[src/inc/cart_host_consts.svh]
/*
 Timing counts and field sizes for the cartridge host controller.
 Assumes a 40 MHz clock; included by bare name from the rtl files.
*/
`ifndef CART_HOST_CONSTS_SVH
`define CART_HOST_CONSTS_SVH

`define CLK_PERIOD_NS          25
// Read cycle time, least (ns)
`define READ_CYCLE_NS          250
// Access delays, longest (ns); sampling waits the full figure
`define ADDRESS_ACCESS_NS      250
`define SELECT_ACCESS_NS       250
`define OUTPUT_GATE_ACCESS_NS  125
// Write pulse width, least (ns)
`define WRITE_PULSE_NS         170
// Address setup before strobe (ns)
`define ADDRESS_SETUP_NS       0
// Strobe high before a new cycle, least (ns)
`define WRITE_RECOVERY_NS      20
// Output float after deselect, longest (ns)
`define DESELECT_FLOAT_NS      125
// Power-up wait with select high, least (ms)
`define POWER_UP_WAIT_MS       2

`define CEIL_CYC(ns) (((ns) + `CLK_PERIOD_NS - 1) / `CLK_PERIOD_NS)
`define MAX1(v) (((v) < 1) ? 1 : (v))

`define READ_CYCLES     `MAX1(`CEIL_CYC(`SELECT_ACCESS_NS))
`define WRITE_CYCLES    `MAX1(`CEIL_CYC(`WRITE_PULSE_NS))
`define SETUP_CYCLES    `MAX1(`CEIL_CYC(`ADDRESS_SETUP_NS))
`define RECOVERY_CYCLES `MAX1(`CEIL_CYC(`WRITE_RECOVERY_NS + \
	`DESELECT_FLOAT_NS))
`define POWER_UP_CYCLES (`POWER_UP_WAIT_MS * 1000000 / `CLK_PERIOD_NS)

`define TIMER_W         17
`define ADDR_W          15
`define DATA_W          8

`define ADDR_MASK_2K    15'h07ff
`define ADDR_MASK_8K    15'h1fff
`define ADDR_MASK_16K   15'h3fff
`define ADDR_MASK_32K   15'h7fff

`endif

[src/inc/cart_host_pkg.sv]
/*
 Types for the cartridge host controller.
 No assumptions beyond a SystemVerilog compiler.
*/
package cart_host_pkg;

	typedef enum logic [3:0] {
		ST_POWER_UP  = 4'b0000,
		ST_IDLE      = 4'b0001,
		ST_RD_SETUP  = 4'b0010,
		ST_RD_WAIT   = 4'b0011,
		ST_WR_SETUP  = 4'b0100,
		ST_WR_PULSE  = 4'b0101,
		ST_RECOVER   = 4'b0110,
		ST_DONE      = 4'b0111
	} bus_state_t;

	typedef enum logic [2:0] {
		CK_IDLE  = 3'b000,
		CK_READ1 = 3'b001,
		CK_WRITE = 3'b010,
		CK_READ2 = 3'b011,
		CK_END   = 3'b100
	} check_state_t;

	typedef enum logic [1:0] {
		DENS_2K  = 2'b00,
		DENS_8K  = 2'b01,
		DENS_16K = 2'b10,
		DENS_32K = 2'b11
	} density_t;

endpackage

[src/rtl/cart_host.sv]
/*
 Host controller that drives a byte-wide nonvolatile cartridge through its
 address, select, output enable, write strobe and data pins, and runs the
 power-up battery check. Assumes a 40 MHz clock and pins on the same board.
*/
// Overview of operation
// - Host holds address steady through the whole write cycle.
// - Host keeps strobe high for recovery before next cycle.
// - Host keeps output gate high during writes.
// - Host reads, writes altered data, reads back; mismatch means doubt.
// - Host ties unused upper address lines low per density.
`timescale 1ns/1ps
`include "cart_host_consts.svh"

module cart_host #(
	parameter int POWER_UP_CYCLES = `POWER_UP_CYCLES
) (
	input  wire logic                 clk,
	input  wire logic                 rst_n,
	input  wire logic                 req_valid,
	input  wire logic                 req_write,
	input  wire logic [`ADDR_W-1:0]   req_addr,
	input  wire logic [`DATA_W-1:0]   req_wdata,
	input  wire logic [1:0]           density,
	input  wire logic                 check_start,
	input  wire logic [`DATA_W-1:0]   data_in,
	output logic                      req_ready,
	output logic                      rsp_valid,
	output logic [`DATA_W-1:0]        rsp_rdata,
	output logic                      check_done,
	output logic                      check_doubtful,
	output logic [`ADDR_W-1:0]        byte_address_lines,
	output logic                      select_n,
	output logic                      output_gate_n,
	output logic                      write_strobe_n,
	output logic [`DATA_W-1:0]        data_out,
	output logic                      data_oe
);

	localparam logic [`TIMER_W-1:0] READ_CNT  = `TIMER_W'(`READ_CYCLES);
	localparam logic [`TIMER_W-1:0] WRITE_CNT = `TIMER_W'(`WRITE_CYCLES);
	localparam logic [`TIMER_W-1:0] SETUP_CNT = `TIMER_W'(`SETUP_CYCLES);
	localparam logic [`TIMER_W-1:0] REC_CNT   = `TIMER_W'(`RECOVERY_CYCLES);
	localparam logic [`TIMER_W-1:0] PWR_CNT   = `TIMER_W'(POWER_UP_CYCLES);

	cart_host_pkg::bus_state_t   st_q;
	cart_host_pkg::check_state_t ck_q;
	logic [`DATA_W-1:0]          pin_meta_q;
	logic [`DATA_W-1:0]          pin_sync_q;
	logic [`DATA_W-1:0]          first_q;
	logic                        op_write_q;
	logic                        busy_write;
	logic [`ADDR_W-1:0]          op_addr;
	logic [`DATA_W-1:0]          op_wdata;
	logic                        timer_load;
	logic [`TIMER_W-1:0]         timer_count;
	logic                        timer_done;
	logic [`ADDR_W-1:0]          addr_mask;
	logic                        issue;
	logic                        check_issue;
	logic                        ck_active;
	logic                        timer_done_seen_q;

	// Data pins come from another part; two flops before use
	always_ff @(posedge clk or negedge rst_n)
	begin
		if (!rst_n)
		begin
			pin_meta_q <= '0;
			pin_sync_q <= '0;
		end
		else
		begin
			pin_meta_q <= data_in;
			pin_sync_q <= pin_meta_q;
		end
	end

	always_comb
	begin
		case (cart_host_pkg::density_t'(density))
			cart_host_pkg::DENS_2K:  addr_mask = `ADDR_MASK_2K;
			cart_host_pkg::DENS_8K:  addr_mask = `ADDR_MASK_8K;
			cart_host_pkg::DENS_16K: addr_mask = `ADDR_MASK_16K;
			default:                 addr_mask = `ADDR_MASK_32K;
		endcase
	end

	assign ck_active   = (ck_q != cart_host_pkg::CK_IDLE) &&
		(ck_q != cart_host_pkg::CK_END);
	assign check_issue = ck_active && (st_q == cart_host_pkg::ST_IDLE);
	assign issue       = (st_q == cart_host_pkg::ST_IDLE) &&
		(check_issue || (req_valid && !ck_active && !check_start));
	// Check uses address 0 and the complement of what it read
	assign busy_write  = check_issue ? (ck_q == cart_host_pkg::CK_WRITE)
		: req_write;
	assign op_addr     = check_issue ? '0 : (req_addr & addr_mask);
	assign op_wdata    = check_issue ? ~first_q : req_wdata;

	always_comb
	begin
		timer_load  = 1'b0;
		timer_count = SETUP_CNT;
		if (issue)
			timer_load = 1'b1;
		else if (timer_done)
		begin
			case (st_q)
				cart_host_pkg::ST_RD_SETUP:
				begin
					timer_load  = 1'b1;
					timer_count = READ_CNT;
				end
				cart_host_pkg::ST_WR_SETUP:
				begin
					timer_load  = 1'b1;
					timer_count = WRITE_CNT;
				end
				cart_host_pkg::ST_RD_WAIT, cart_host_pkg::ST_WR_PULSE:
				begin
					timer_load  = 1'b1;
					timer_count = REC_CNT;
				end
				default:
				begin
					timer_load  = 1'b0;
					timer_count = SETUP_CNT;
				end
			endcase
		end
		if (!rst_n)
			timer_count = PWR_CNT;
	end

	cycle_timer #(
		.W (`TIMER_W)
	) u_timer (
		.clk     (clk),
		.rst_n   (rst_n),
		.load    (timer_load || st_q == cart_host_pkg::ST_POWER_UP &&
			!timer_done_seen_q),
		.count   ((st_q == cart_host_pkg::ST_POWER_UP) ? PWR_CNT
			: timer_count),
		.expired (timer_done)
	);

	always_ff @(posedge clk or negedge rst_n)
	begin
		if (!rst_n)
			timer_done_seen_q <= 1'b0;
		else if (st_q == cart_host_pkg::ST_POWER_UP)
			timer_done_seen_q <= 1'b1;
	end

	// Bus sequencer; select stays high through the power-up wait
	always_ff @(posedge clk or negedge rst_n)
	begin
		if (!rst_n)
			st_q <= cart_host_pkg::ST_POWER_UP;
		else
		begin
			case (st_q)
				cart_host_pkg::ST_POWER_UP:
					if (timer_done && timer_done_seen_q)
						st_q <= cart_host_pkg::ST_IDLE;
				cart_host_pkg::ST_IDLE:
					if (issue)
						st_q <= busy_write ? cart_host_pkg::ST_WR_SETUP
							: cart_host_pkg::ST_RD_SETUP;
				cart_host_pkg::ST_RD_SETUP:
					if (timer_done)
						st_q <= cart_host_pkg::ST_RD_WAIT;
				cart_host_pkg::ST_WR_SETUP:
					if (timer_done)
						st_q <= cart_host_pkg::ST_WR_PULSE;
				cart_host_pkg::ST_RD_WAIT, cart_host_pkg::ST_WR_PULSE:
					if (timer_done)
						st_q <= cart_host_pkg::ST_RECOVER;
				cart_host_pkg::ST_RECOVER:
					if (timer_done)
						st_q <= cart_host_pkg::ST_IDLE;
				default:
					st_q <= cart_host_pkg::ST_IDLE;
			endcase
		end
	end

	// Pins: address latched at issue, held to end of recovery
	always_ff @(posedge clk or negedge rst_n)
	begin
		if (!rst_n)
		begin
			byte_address_lines <= '0;
			data_out           <= '0;
			op_write_q         <= 1'b0;
		end
		else if (issue)
		begin
			byte_address_lines <= op_addr;
			data_out           <= op_wdata;
			op_write_q         <= busy_write;
		end
	end

	always_ff @(posedge clk or negedge rst_n)
	begin
		if (!rst_n)
		begin
			select_n       <= 1'b1;
			output_gate_n  <= 1'b1;
			write_strobe_n <= 1'b1;
			data_oe        <= 1'b0;
		end
		else
		begin
			// Select low around reads and writes, gate low only around a read, where strobe stays high
			select_n <= !(st_q == cart_host_pkg::ST_RD_SETUP ||
				st_q == cart_host_pkg::ST_RD_WAIT && !timer_done ||
				st_q == cart_host_pkg::ST_WR_SETUP ||
				st_q == cart_host_pkg::ST_WR_PULSE && !timer_done);
			output_gate_n <= !((st_q == cart_host_pkg::ST_RD_SETUP ||
				st_q == cart_host_pkg::ST_RD_WAIT) && !timer_done);
			// Strobe falls after select and rises on the same edge as select
			write_strobe_n <= !(st_q == cart_host_pkg::ST_WR_SETUP &&
				timer_done || st_q == cart_host_pkg::ST_WR_PULSE &&
				!timer_done);
			// Drive data only in a write; gate is high there already
			data_oe <= (st_q == cart_host_pkg::ST_WR_SETUP ||
				st_q == cart_host_pkg::ST_WR_PULSE) ||
				(issue && busy_write);
		end
	end

	always_ff @(posedge clk or negedge rst_n)
	begin
		if (!rst_n)
		begin
			rsp_valid <= 1'b0;
			rsp_rdata <= '0;
			req_ready <= 1'b0;
		end
		else
		begin
			// Sample at the end of the full read access
			rsp_valid <= st_q == cart_host_pkg::ST_RD_WAIT && timer_done &&
				!ck_active;
			if (st_q == cart_host_pkg::ST_RD_WAIT && timer_done)
				rsp_rdata <= pin_sync_q;
			req_ready <= issue && !check_issue;
		end
	end

	// Battery check: read, write inverse, read back and compare
	always_ff @(posedge clk or negedge rst_n)
	begin
		if (!rst_n)
		begin
			ck_q           <= cart_host_pkg::CK_IDLE;
			first_q        <= '0;
			check_done     <= 1'b0;
			check_doubtful <= 1'b0;
		end
		else
		begin
			check_done <= 1'b0;
			case (ck_q)
				cart_host_pkg::CK_IDLE, cart_host_pkg::CK_END:
					if (check_start && st_q == cart_host_pkg::ST_IDLE)
					begin
						ck_q           <= cart_host_pkg::CK_READ1;
						check_doubtful <= 1'b0;
					end
				default:
					if (st_q == cart_host_pkg::ST_RD_WAIT && timer_done ||
						st_q == cart_host_pkg::ST_WR_PULSE && timer_done)
					begin
						if (ck_q == cart_host_pkg::CK_READ1)
						begin
							first_q <= pin_sync_q;
							ck_q    <= cart_host_pkg::CK_WRITE;
						end
						else if (ck_q == cart_host_pkg::CK_WRITE)
							ck_q <= cart_host_pkg::CK_READ2;
						else
						begin
							// Mismatch: battery low or write blocked
							check_doubtful <= pin_sync_q != ~first_q;
							check_done     <= 1'b1;
							ck_q           <= cart_host_pkg::CK_END;
						end
					end
			endcase
		end
	end

endmodule

[src/rtl/cycle_timer.sv]
/*
 Down counter that times one phase of a cartridge bus cycle.
 Assumes one clock; load has priority over counting.
*/
`timescale 1ns/1ps
`include "cart_host_consts.svh"

module cycle_timer #(
	parameter int W = `TIMER_W
) (
	input  wire logic         clk,
	input  wire logic         rst_n,
	input  wire logic         load,
	input  wire logic [W-1:0] count,
	output logic              expired
);

	logic [W-1:0] cnt_q;

	always_ff @(posedge clk or negedge rst_n)
	begin
		if (!rst_n)
			cnt_q <= '0;
		else if (load)
			cnt_q <= count;
		else if (cnt_q != '0)
			cnt_q <= cnt_q - 1'b1;
	end

	// Bare count compare; gating with load would loop through the sequencer
	assign expired = (cnt_q == '0);

endmodule
[config.mk]
export PLATFORM = sky130hd
export DESIGN_NAME = cart_host
export DESIGN_NICKNAME = d
export VERILOG_FILES = /design/src/inc/cart_host_pkg.sv /design/src/rtl/cart_host.sv /design/src/rtl/cycle_timer.sv
export VERILOG_INCLUDE_DIRS = /design/src /design/src/inc
export SDC_FILE = /design/constraint.sdc
export NUM_CORES = 1
export LEC_CHECK = 0
export BUFFER_PORTS_ARGS = -buffer_cell sky130_fd_sc_hd__buf_2
export CAP_MARGIN = 20
export CORE_ASPECT_RATIO = 1.5
export CORE_MARGIN = 10
export CORE_UTILIZATION = 30
export CTS_BUF_LIST = sky130_fd_sc_hd__clkbuf_4
export CTS_CLUSTER_SIZE = 25
export DETAILED_ROUTE_END_ITERATION = 8
export PLACE_DENSITY = 0.57
export SETUP_SLACK_MARGIN = 0.3
export SYNTH_ARGS = -nofsm -noshare
export SYNTH_HDL_FRONTEND = slang
export SYNTH_SLANG_ARGS = --single-unit
[constraint.sdc]
create_clock -name clk -period 3.3 [get_ports clk]
set_clock_uncertainty 0.15 [all_clocks]
set_input_delay 0.66 -clock clk [delete_from_list [all_inputs] [get_ports clk]]
set_output_delay 0.66 -clock clk [all_outputs]
set_load 0.02 [all_outputs]
# After elaboration in Yosys (flattened, before gate mapping)
# Index checks and enable logic that the tools add are counted.
# W data, S select, Z words.
[totals]
ff_bits = 88
inputBits = 38
out_inout_bits = 39
word_cells = 130
[op_classes]
addsub = 1
n_eq_ne = 22
mux = 36
n_bitwise = 3
n_reduce_logical = 50
[ops]
columns = ["op", "count"]
rows = [
  ["$mux W17", 5],
  ["$pmux W15 S3", 1],
  ["$mux W4", 7],
  ["$pmux W4 S6", 1],
  ["$mux W3", 6],
  ["$logic_and A1 B1 Y1", 17],
  ["$logic_not A17 Y1", 1],
  ["$reduce_bool A17 Y1", 1],
  ["$sub A17 B1 Y17 const B", 1],
  ["$and A15 B15 Y15", 1],
  ["$mux W15", 1],
  ["$mux W1", 13],
  ["$eq A4 B3 Y1 const B", 3],
  ["$ne A2 B2 Y1 const B", 6],
  ["$pmux W4 S3", 1],
  ["$logic_or A1 B1 Y1", 10],
  ["$eq A4 B2 Y1 const B", 2],
  ["$logic_not A1 Y1", 8],
  ["$mux W8", 1],
  ["$ne A8 B8 Y1", 1],
  ["$not A8 Y8", 1],
  ["$ne A2 B1 Y1 const B", 3],
  ["$reduce_and A6 Y1", 1],
  ["$eq A4 B1 Y1 const B", 1],
  ["other kinds (17)", 19],
]

# Depth between registers and ports, before layout
# Gate-level depths: netlist of the first run.
[logic_depth]
word_depth = 11
mapped_depth = 9
mapped_depth_nobuf = 7

# Modules after synthesis
# From an unflattened synthesis of the first run, not the netlist that was laid out.
[hier_totals]
hier_cells = 348
hier_area_um2 = 3880.0
[by_module_without_submodules]
columns = ["module", "instances", "cells_each", "area_each_um2", "seq_area_each_um2"]
rows = [
  ["cart_host", 1, 232, 2825.2, 1755.4],
  ["cycle_timer", 1, 116, 1054.8, 425.4],
]

# Least setup slack after synthesis of the first run
# OpenSTA, ideal clock, no wires.
[synth_path]
path_type = "flip-flop to flip-flop"
from = "register u_timer.cnt_q[14]"
to = "register first_q[0]"
t_arrival_ps = 2306
t_required_ps = 3025
path_slack_ps = 719
stages_incl_launch_ff = 6
path_buffers = 0
synth_period_minus_slack_ps = 2581
cell_sequence = "dfrtp_1 > or4_4 > nor4b_4 > nand2_4 > nor4b_4 > mux2_2"
[synth_between]
elab_chain_len = 4
[synth_lines]
columns = ["element", "line", "rtl"]
rows = [
  ["start: declaration", "cycle_timer.sv:18", "logic [W-1:0] cnt_q;"],
  ["start signal: assignment", "cycle_timer.sv:25", "cnt_q <= count;"],
  ["start signal: assignment", "cycle_timer.sv:27", "cnt_q <= cnt_q - 1'b1;"],
  ["$logic_not A17 Y1 (*)", "cycle_timer.sv:31", "assign expired = (cnt_q == '0);"],
  ["$logic_and A1 B1 Y1 (on tied branches)", "cart_host.sv:274, cart_host.sv:275", ""],
  ["$logic_or A1 B1 Y1 (*)", "cart_host.sv:274", "if (st_q == cart_host_pkg::ST_RD_WAIT && timer_done ||"],
  ["$reduce_and A3 Y1 (no line) (*)", "-", ""],
  ["end signal: assignment", "cart_host.sv:279", "first_q <= pin_sync_q;"],
  ["end: declaration", "cart_host.sv:50", "logic [`DATA_W-1:0] first_q;"],
]
# Every way passes the cells marked *; elsewhere a longest branch is shown, timed or not.
# A chain may end at the register's enable or synchronous reset.

# Worst setup path in the final report of the first run
[layout_path]
from = "register u_timer.cnt_q[14]"
to = "register rsp_rdata[0]"
[layout_between]
elab_chain_len = 2
[layout_lines]
columns = ["element", "line", "rtl"]
rows = [
  ["$logic_not A17 Y1", "cycle_timer.sv:31", ""],
  ["$logic_and A1 B1 Y1", "cart_host.sv:247", "if (st_q == cart_host_pkg::ST_RD_WAIT && timer_done)"],
  ["end signal: assignment", "cart_host.sv:248", "rsp_rdata <= pin_sync_q;"],
  ["end: declaration", "cart_host.sv:29", "output logic [`DATA_W-1:0] rsp_rdata,"],
]
# No other way between the ends.

==> flow_summary.yaml, run 1 <==
min_path:
  min-delay-start: "data_in[1]"
  worstHoldEndpoint: "pin_meta_q[1]"
  holdPathStages: 1
  hold_path.class: "in -> reg"
yosys:
  synthMuxAreaShare: 0.0477
  synth_seq_cells: 87
  synth-edff-count: 0
  syn_area_sq_mm: 0.00378
  synth_compound_area_frac: 0.142
  yosysSeqAreaShare: 0.577
  synth_nets: 371
  ys.flop_type: "dfrtp_1"
  ys_types: 56
  avgSynthCellArea_sq_um: 11.4
  yosysWarningCount: 0
  synth_xor_area_frac: 0.0440
  synthSimpleGateAreaFrac: 0.164
  synth_cells: 331
  synth_top_family_by_area: "simple AND/OR/NAND/NOR gates"
  synth-adder-area-share: 0.00662
  synthArstFlopShare: 1.00
critical_path:
  cp_max_fo: 17
  timing.rr.start: "u_timer.cnt_q[14]"
  critPathArrivalTime_ps: 2970
  crit_required_ps: 3510
  r2r_slack_ps: 540
  reg2reg_to: "rsp_rdata[0]"
  critical_path_class: "reg -> reg"
  cp-start-kind: "flop"
  end_kind: "flop"
  reg2regPathDepth: 5
timing:
  min_period_over_period: 0.836
  finalMaxSlewViolations: 0
  hold_viol: 0
  maxSlewHeadroom: 0.526
  rsz0062_at_grt: "false"
  tightest_slew_ps: 708
  min_period_ps: 2760
  fin_setup_tns_ps: 0
  fmaxAchievable_mhz: 363
  setup_violations: 0
place:
  place.port_buffers: 76
  gp_congestion: 0.818
  postPlaceCellArea_sq_mm: 0.00436
  hpwl_um: 7030
final_layout:
  layout_common_cells: "dfrtp_1 (84), buf_2 (75), nor2_1 (38)"
  area_growth_pct: 19.4
  multi_input_area_sq_mm: 0.00153
  diodes: 0
  nets: 453
  drive_gt1_frac: 0.318
  final_common_cell: "dfrtp_1"
  fillerInstances: 1262
  ff_latch_area_sq_mm: 0.00218
  fin_area_sq_mm: 0.00451
clock_network:
  cts_tree: "built"
  numCtsBuffers: 9
  cts.sinks: 87
  clkLatencyLatePin_ps: 460
  cts_resized: 0
  clk_path_buf_depth: 2
  cts_max_level: 3
  clkTransAtPathRegs_ps: 160
  cts_root_buf: "clkbuf_4"
floorplanning:
  die-area_sq_mm: 0.0176
  dieHeight_um: 157
  core_region_area_sq_mm: 0.0124
  io_pins: 77
  std_cell_rows: 50
  die_w_um: 112
  start_util: 0.305
grt:
  grt_usage: 0.105
  antenna_found_initial: 0
  grt_pass1_vias: 2977
  overflow: 0
  grt_pass1_wl_um: 15000
  grt_start_max_net_pins: 58
power:
  p_total_mw: 3.12
  power_frac_comb: 0.327
  p_clk_frac: 0.191
  intPower_mw: 1.91
  seqPwrFrac: 0.482
  peakVddDrop_uv: 375
  swShare: 0.389
  p_per_area_mw_per_mm2: 692
  cellLeakagePower_nw: 2.14
  power_switching_mw: 1.21
detailed_routing:
  vias: 2809
  wl_per_cell_um: 16.2
  viasPerCell: 4.89
  first_iter_violations: 138
  drt_first_pass_iters: 4
  drt-total-wl_um: 9300
  antenna_left: 0
  drc_errors: 0
outcome:
  status: "finished clean"
job:
  max-cap-violations: 0
## routing by layer
layer | routed length (um) | vias to the layer above | track usage
li1 | - | 1362 | -
met1 | 3640 | 1367 | 0.107
met2 | 5040 | 62 | 0.194
met3 | 413 | 18 | 0.0286
met4 | 194 | 0 | 0.0485
met5 | 0 | - | 0
## metrics by stage
stage          hold slack (ps)  instances  utilization  worst slack [ps]
2_1_floorplan              181        331            -               719
3_3_place_gp               181        556        0.352               453
3_5_place_dp               185        556        0.352               379
4_1_cts                    113        573        0.364               343
5_1_grt                    108        574        0.364               435
6_report                   135        574        0.364               542
## critical path, stage by stage (launching register included)
cell	delay (ps)
dfrtp_1	440
or4_4	580
nor4b_4	450
nand2_4	210
nor2_2	450
mux2_2	390
## cell families after synthesis
family,Yosys count
and+or+nand+nor,114
DFF,87
AOI/OAI and AO/OA,75
xor gates and xnor gates,19
buffers and inverters,18
muxes,16
adders and majority gates,2
## sequential cells by signal, indices dropped and copies added (netlist names), 3 cells and up
signal	cells
u_timer.cnt_q	17
byte_address_lines	15
data_out	8
first_q	8
pin_meta_q	8
pin_sync_q	8
rsp_rdata	8
ck_q	3
st_q	3
## worst max path at each step
stage | from | end | slack, ps
2_1_floorplan | u_timer.cnt_q[14] | first_q[0] | 720
3_3_place_gp | u_timer.cnt_q[14] | first_q[3] | 450
3_5_place_dp | u_timer.cnt_q[14] | first_q[6] | 380
4_1_cts | u_timer.cnt_q[14] | first_q[6] | 340
5_1_grt | u_timer.cnt_q[13] | rsp_rdata[7] | 430
6_report | u_timer.cnt_q[14] | rsp_rdata[0] | 540
## power by group through the flow
stage | logic, mW | clock network [mW] | registers (mW)
5_1_grt | 1.13 | 0.661 | 1.54
2_1_floorplan | 0.598 | 0 | 1.59
3_3_place_gp | 1.02 | 0 | 1.52
6_report | 1.02 | 0.597 | 1.50
3_5_place_dp | 1.03 | 0 | 1.52
4_1_cts | 1.03 | 0.619 | 1.50
## layout make-up
cell class	count	area share
Clock buffer	9	0.0150
Clock inverter	7	0.0155
Inverter	4	0.00333
Multi-Input combinational cell	226	0.339
Sequential cell	87	0.483
Tap cell	156	0.0433
Timing Repair Buffer	85	0.100
## synthesized netlist by cell type, drive strengths merged, types with 6 or more instances
cell / n / area [sq um]
nor2: 39 / 149
dfrtp: 84 / 2100
nor3: 9 / 45.0
o22a: 9 / 78.8
a22o: 13 / 114
nand2: 21 / 86.3
clkbuf: 13 / 48.8
xor2: 15 / 131
mux2: 16 / 180
nand4: 6 / 37.5
nand3: 9 / 45.0
a21oi: 13 / 65.1
o21ai: 12 / 60.1
## what timing repair did
item | 4_1_cts | 5_1_grt
setup buffers | 0 | 1
setup endpoints to repair | 0 | 8
hold buffers | 1 | 0
endpoints found under the hold margin | 29 | 0
Note: power is estimated with default switching activity, not from simulation.
==> run 2: changes to the inputs <==
PLACE_DENSITY = 0.59   (was 0.57)
clock period = 2.3 ns   (was 3.3 ns; I/O delays follow)
==> flow_summary.yaml, run 2 (synthesis results as in run 1) <==
critical_path:
  crit_required_ps: 2500
  cp-start-kind: "flop"
  critPathTopFamily: "simple AND/OR/NAND/NOR gates"
  worstPathCellList: "or4_4, or4b_4, nor3b_4, buf_4, a31o_2, o31ai_1"
  critical_path_class: "reg -> reg"
  reg2reg_to: "check_doubtful"
  cpMaxStageDelayCell: "or4_4"
  r2r_slack_ps: -170
  critPathArrivalTime_ps: 2670
  worst-path-buf-inv: 1
  timing.rr.start: "u_timer.cnt_q[13]"
  end_kind: "flop"
  cp_max_fo: 5
  reg2regPathDepth: 6
  slowest_delay_ps: 560
floorplanning:
  die-area_sq_mm: 0.0176
  start_util: 0.305
  core_region_area_sq_mm: 0.0124
  die_w_um: 112
  dieHeight_um: 157
  io_pins: 77
  std_cell_rows: 50
detailed_routing:
  viasPerCell: 4.94
  drt-total-wl_um: 10900
  wl_per_cell_um: 17.5
  drt_first_pass_iters: 4
  drc_errors: 0
  vias: 3080
  antenna_left: 0
  first_iter_violations: 193
grt:
  grt_start_max_net_pins: 90
  antenna_found_initial: 1
  grt_usage: 0.122
  grt_pass1_vias: 3279
  grt_pass1_wl_um: 17500
  overflow: 0
timing:
  setup_slack_ps: -167
  maxSlewHeadroom: 0.629
  rsz0062_at_grt: "true"
  min_period_over_period: 1.07
  tightest_slew_ps: 556
  fin_setup_tns_ps: -2360
  fmaxAchievable_mhz: 405
  hold_viol: 0
  setup_violations: 29
  finalMaxSlewViolations: 0
  min_period_ps: 2470
clock_network:
  cts_tree: "built"
  cts_root_buf: "clkbuf_4"
  clk_path_buf_depth: 2
  cts.sinks: 87
  numCtsBuffers: 9
  cts_max_level: 3
  clkTransAtPathRegs_ps: 150
  clkLatencyLatePin_ps: 450
min_path:
  worstHoldEndpoint: "byte_address_lines[1]"
  hold_path.class: "in -> reg"
  min-delay-start: "req_addr[1]"
  holdPathStages: 2
power:
  swShare: 0.380
  power_switching_mw: 1.89
  peakVddDrop_uv: 308
  intPower_mw: 3.08
  p_per_area_mw_per_mm2: 962
  seqPwrFrac: 0.424
  power_frac_comb: 0.390
  p_total_mw: 4.97
  cellLeakagePower_nw: 2.45
  p_clk_frac: 0.186
outcome:
  status: "finished with violations"
  violations: "setup timing"
final_layout:
  drive_gt1_frac: 0.418
  nets: 501
  top_regs: "u_timer.cnt_q: 17 flops, byte_address_lines: 15 flops"
  multi_input_area_sq_mm: 0.00174
  regMostFlops: "u_timer.cnt_q"
  fillerInstances: 1197
  final_common_cell: "dfrtp_1"
  largest_reg_flops: 17
  ff_latch_area_sq_mm: 0.00218
  area_growth_pct: 36.6
  final_core_util: 0.417
  stdcell_count: 623
  layout_common_cells: "dfrtp_1 (83), buf_2 (75), buf_4 (38)"
place:
  hpwl_um: 7700
  place_inst: 586
  gp_congestion: 0.871
  place.port_buffers: 76
job:
  max-cap-violations: 0
==> run 2: power groups by stage <==
stage	sequential [mW]	combinational (mW)	clock [mW]
after global routing	2.15	2.11	1.03
after CTS	2.10	1.87	0.954
final	2.10	1.94	0.926
after floorplan	2.28	0.906	0
after global placement	2.12	1.74	0
after detailed placement	2.13	1.77	0
==> run 2: how the worst max path moves through the flow <==
stage / from / end / slack [ps] / cells after the start
after CTS: u_timer.cnt_q[14] / check_doubtful / -130 / 5
after global placement: u_timer.cnt_q[14] / check_doubtful / -80 / 5
after global routing: u_timer.cnt_q[14] / check_doubtful / -210 / 5
final: u_timer.cnt_q[13] / check_doubtful / -170 / 6
after detailed placement: u_timer.cnt_q[14] / check_doubtful / -140 / 5
after floorplan: u_timer.cnt_q[14] / first_q[0] / -200 / 5
==> run 2: per-layer routing <==
layer,vias up,GRT usage,part of all wire
met3,18,0.0339,0.042
met2,71,0.212,0.54
li1,1455,-,-
met1,1536,0.137,0.40
met5,-,0,0
met4,0,0.0479,0.016
==> run 2: stage by stage <==
step	worst slack [ps]	instance area (sq um)	hold slack, ps
6_report	-167	5160	67.3
2_1_floorplan	-196	3830	14.4
5_1_grt	-212	5160	36.6
3_5_place_dp	-139	4620	185
3_3_place_gp	-83.5	4620	182
4_1_cts	-129	5060	50.8
==> run 2: final cells by class <==
type,instances,area share
Tap cell,156,0.0378
Antenna cell,1,0.000485
Sequential cell,87,0.423
Multi-Input combinational cell,226,0.336
Timing Repair Buffer,133,0.172
Inverter,4,0.00291
Clock buffer,9,0.0131
Clock inverter,7,0.0153
==> run 2: repair_timing <==
item,4_1_cts,5_1_grt
buffers inserted,4,7
gates cloned,0,0
resized for setup,45,12
pin swaps,9,13
endpoints found under the hold margin,92,0
hold buffers,9,0
endpoints found under the setup margin,67,55
==> run 2: worst reg2reg max path, cell delays in order (launching register included) <==
cell,delay (ps)
dfrtp_1,420
or4_4,560
or4b_4,530
nor3b_4,340
buf_4,180
a31o_2,140
o31ai_1,60
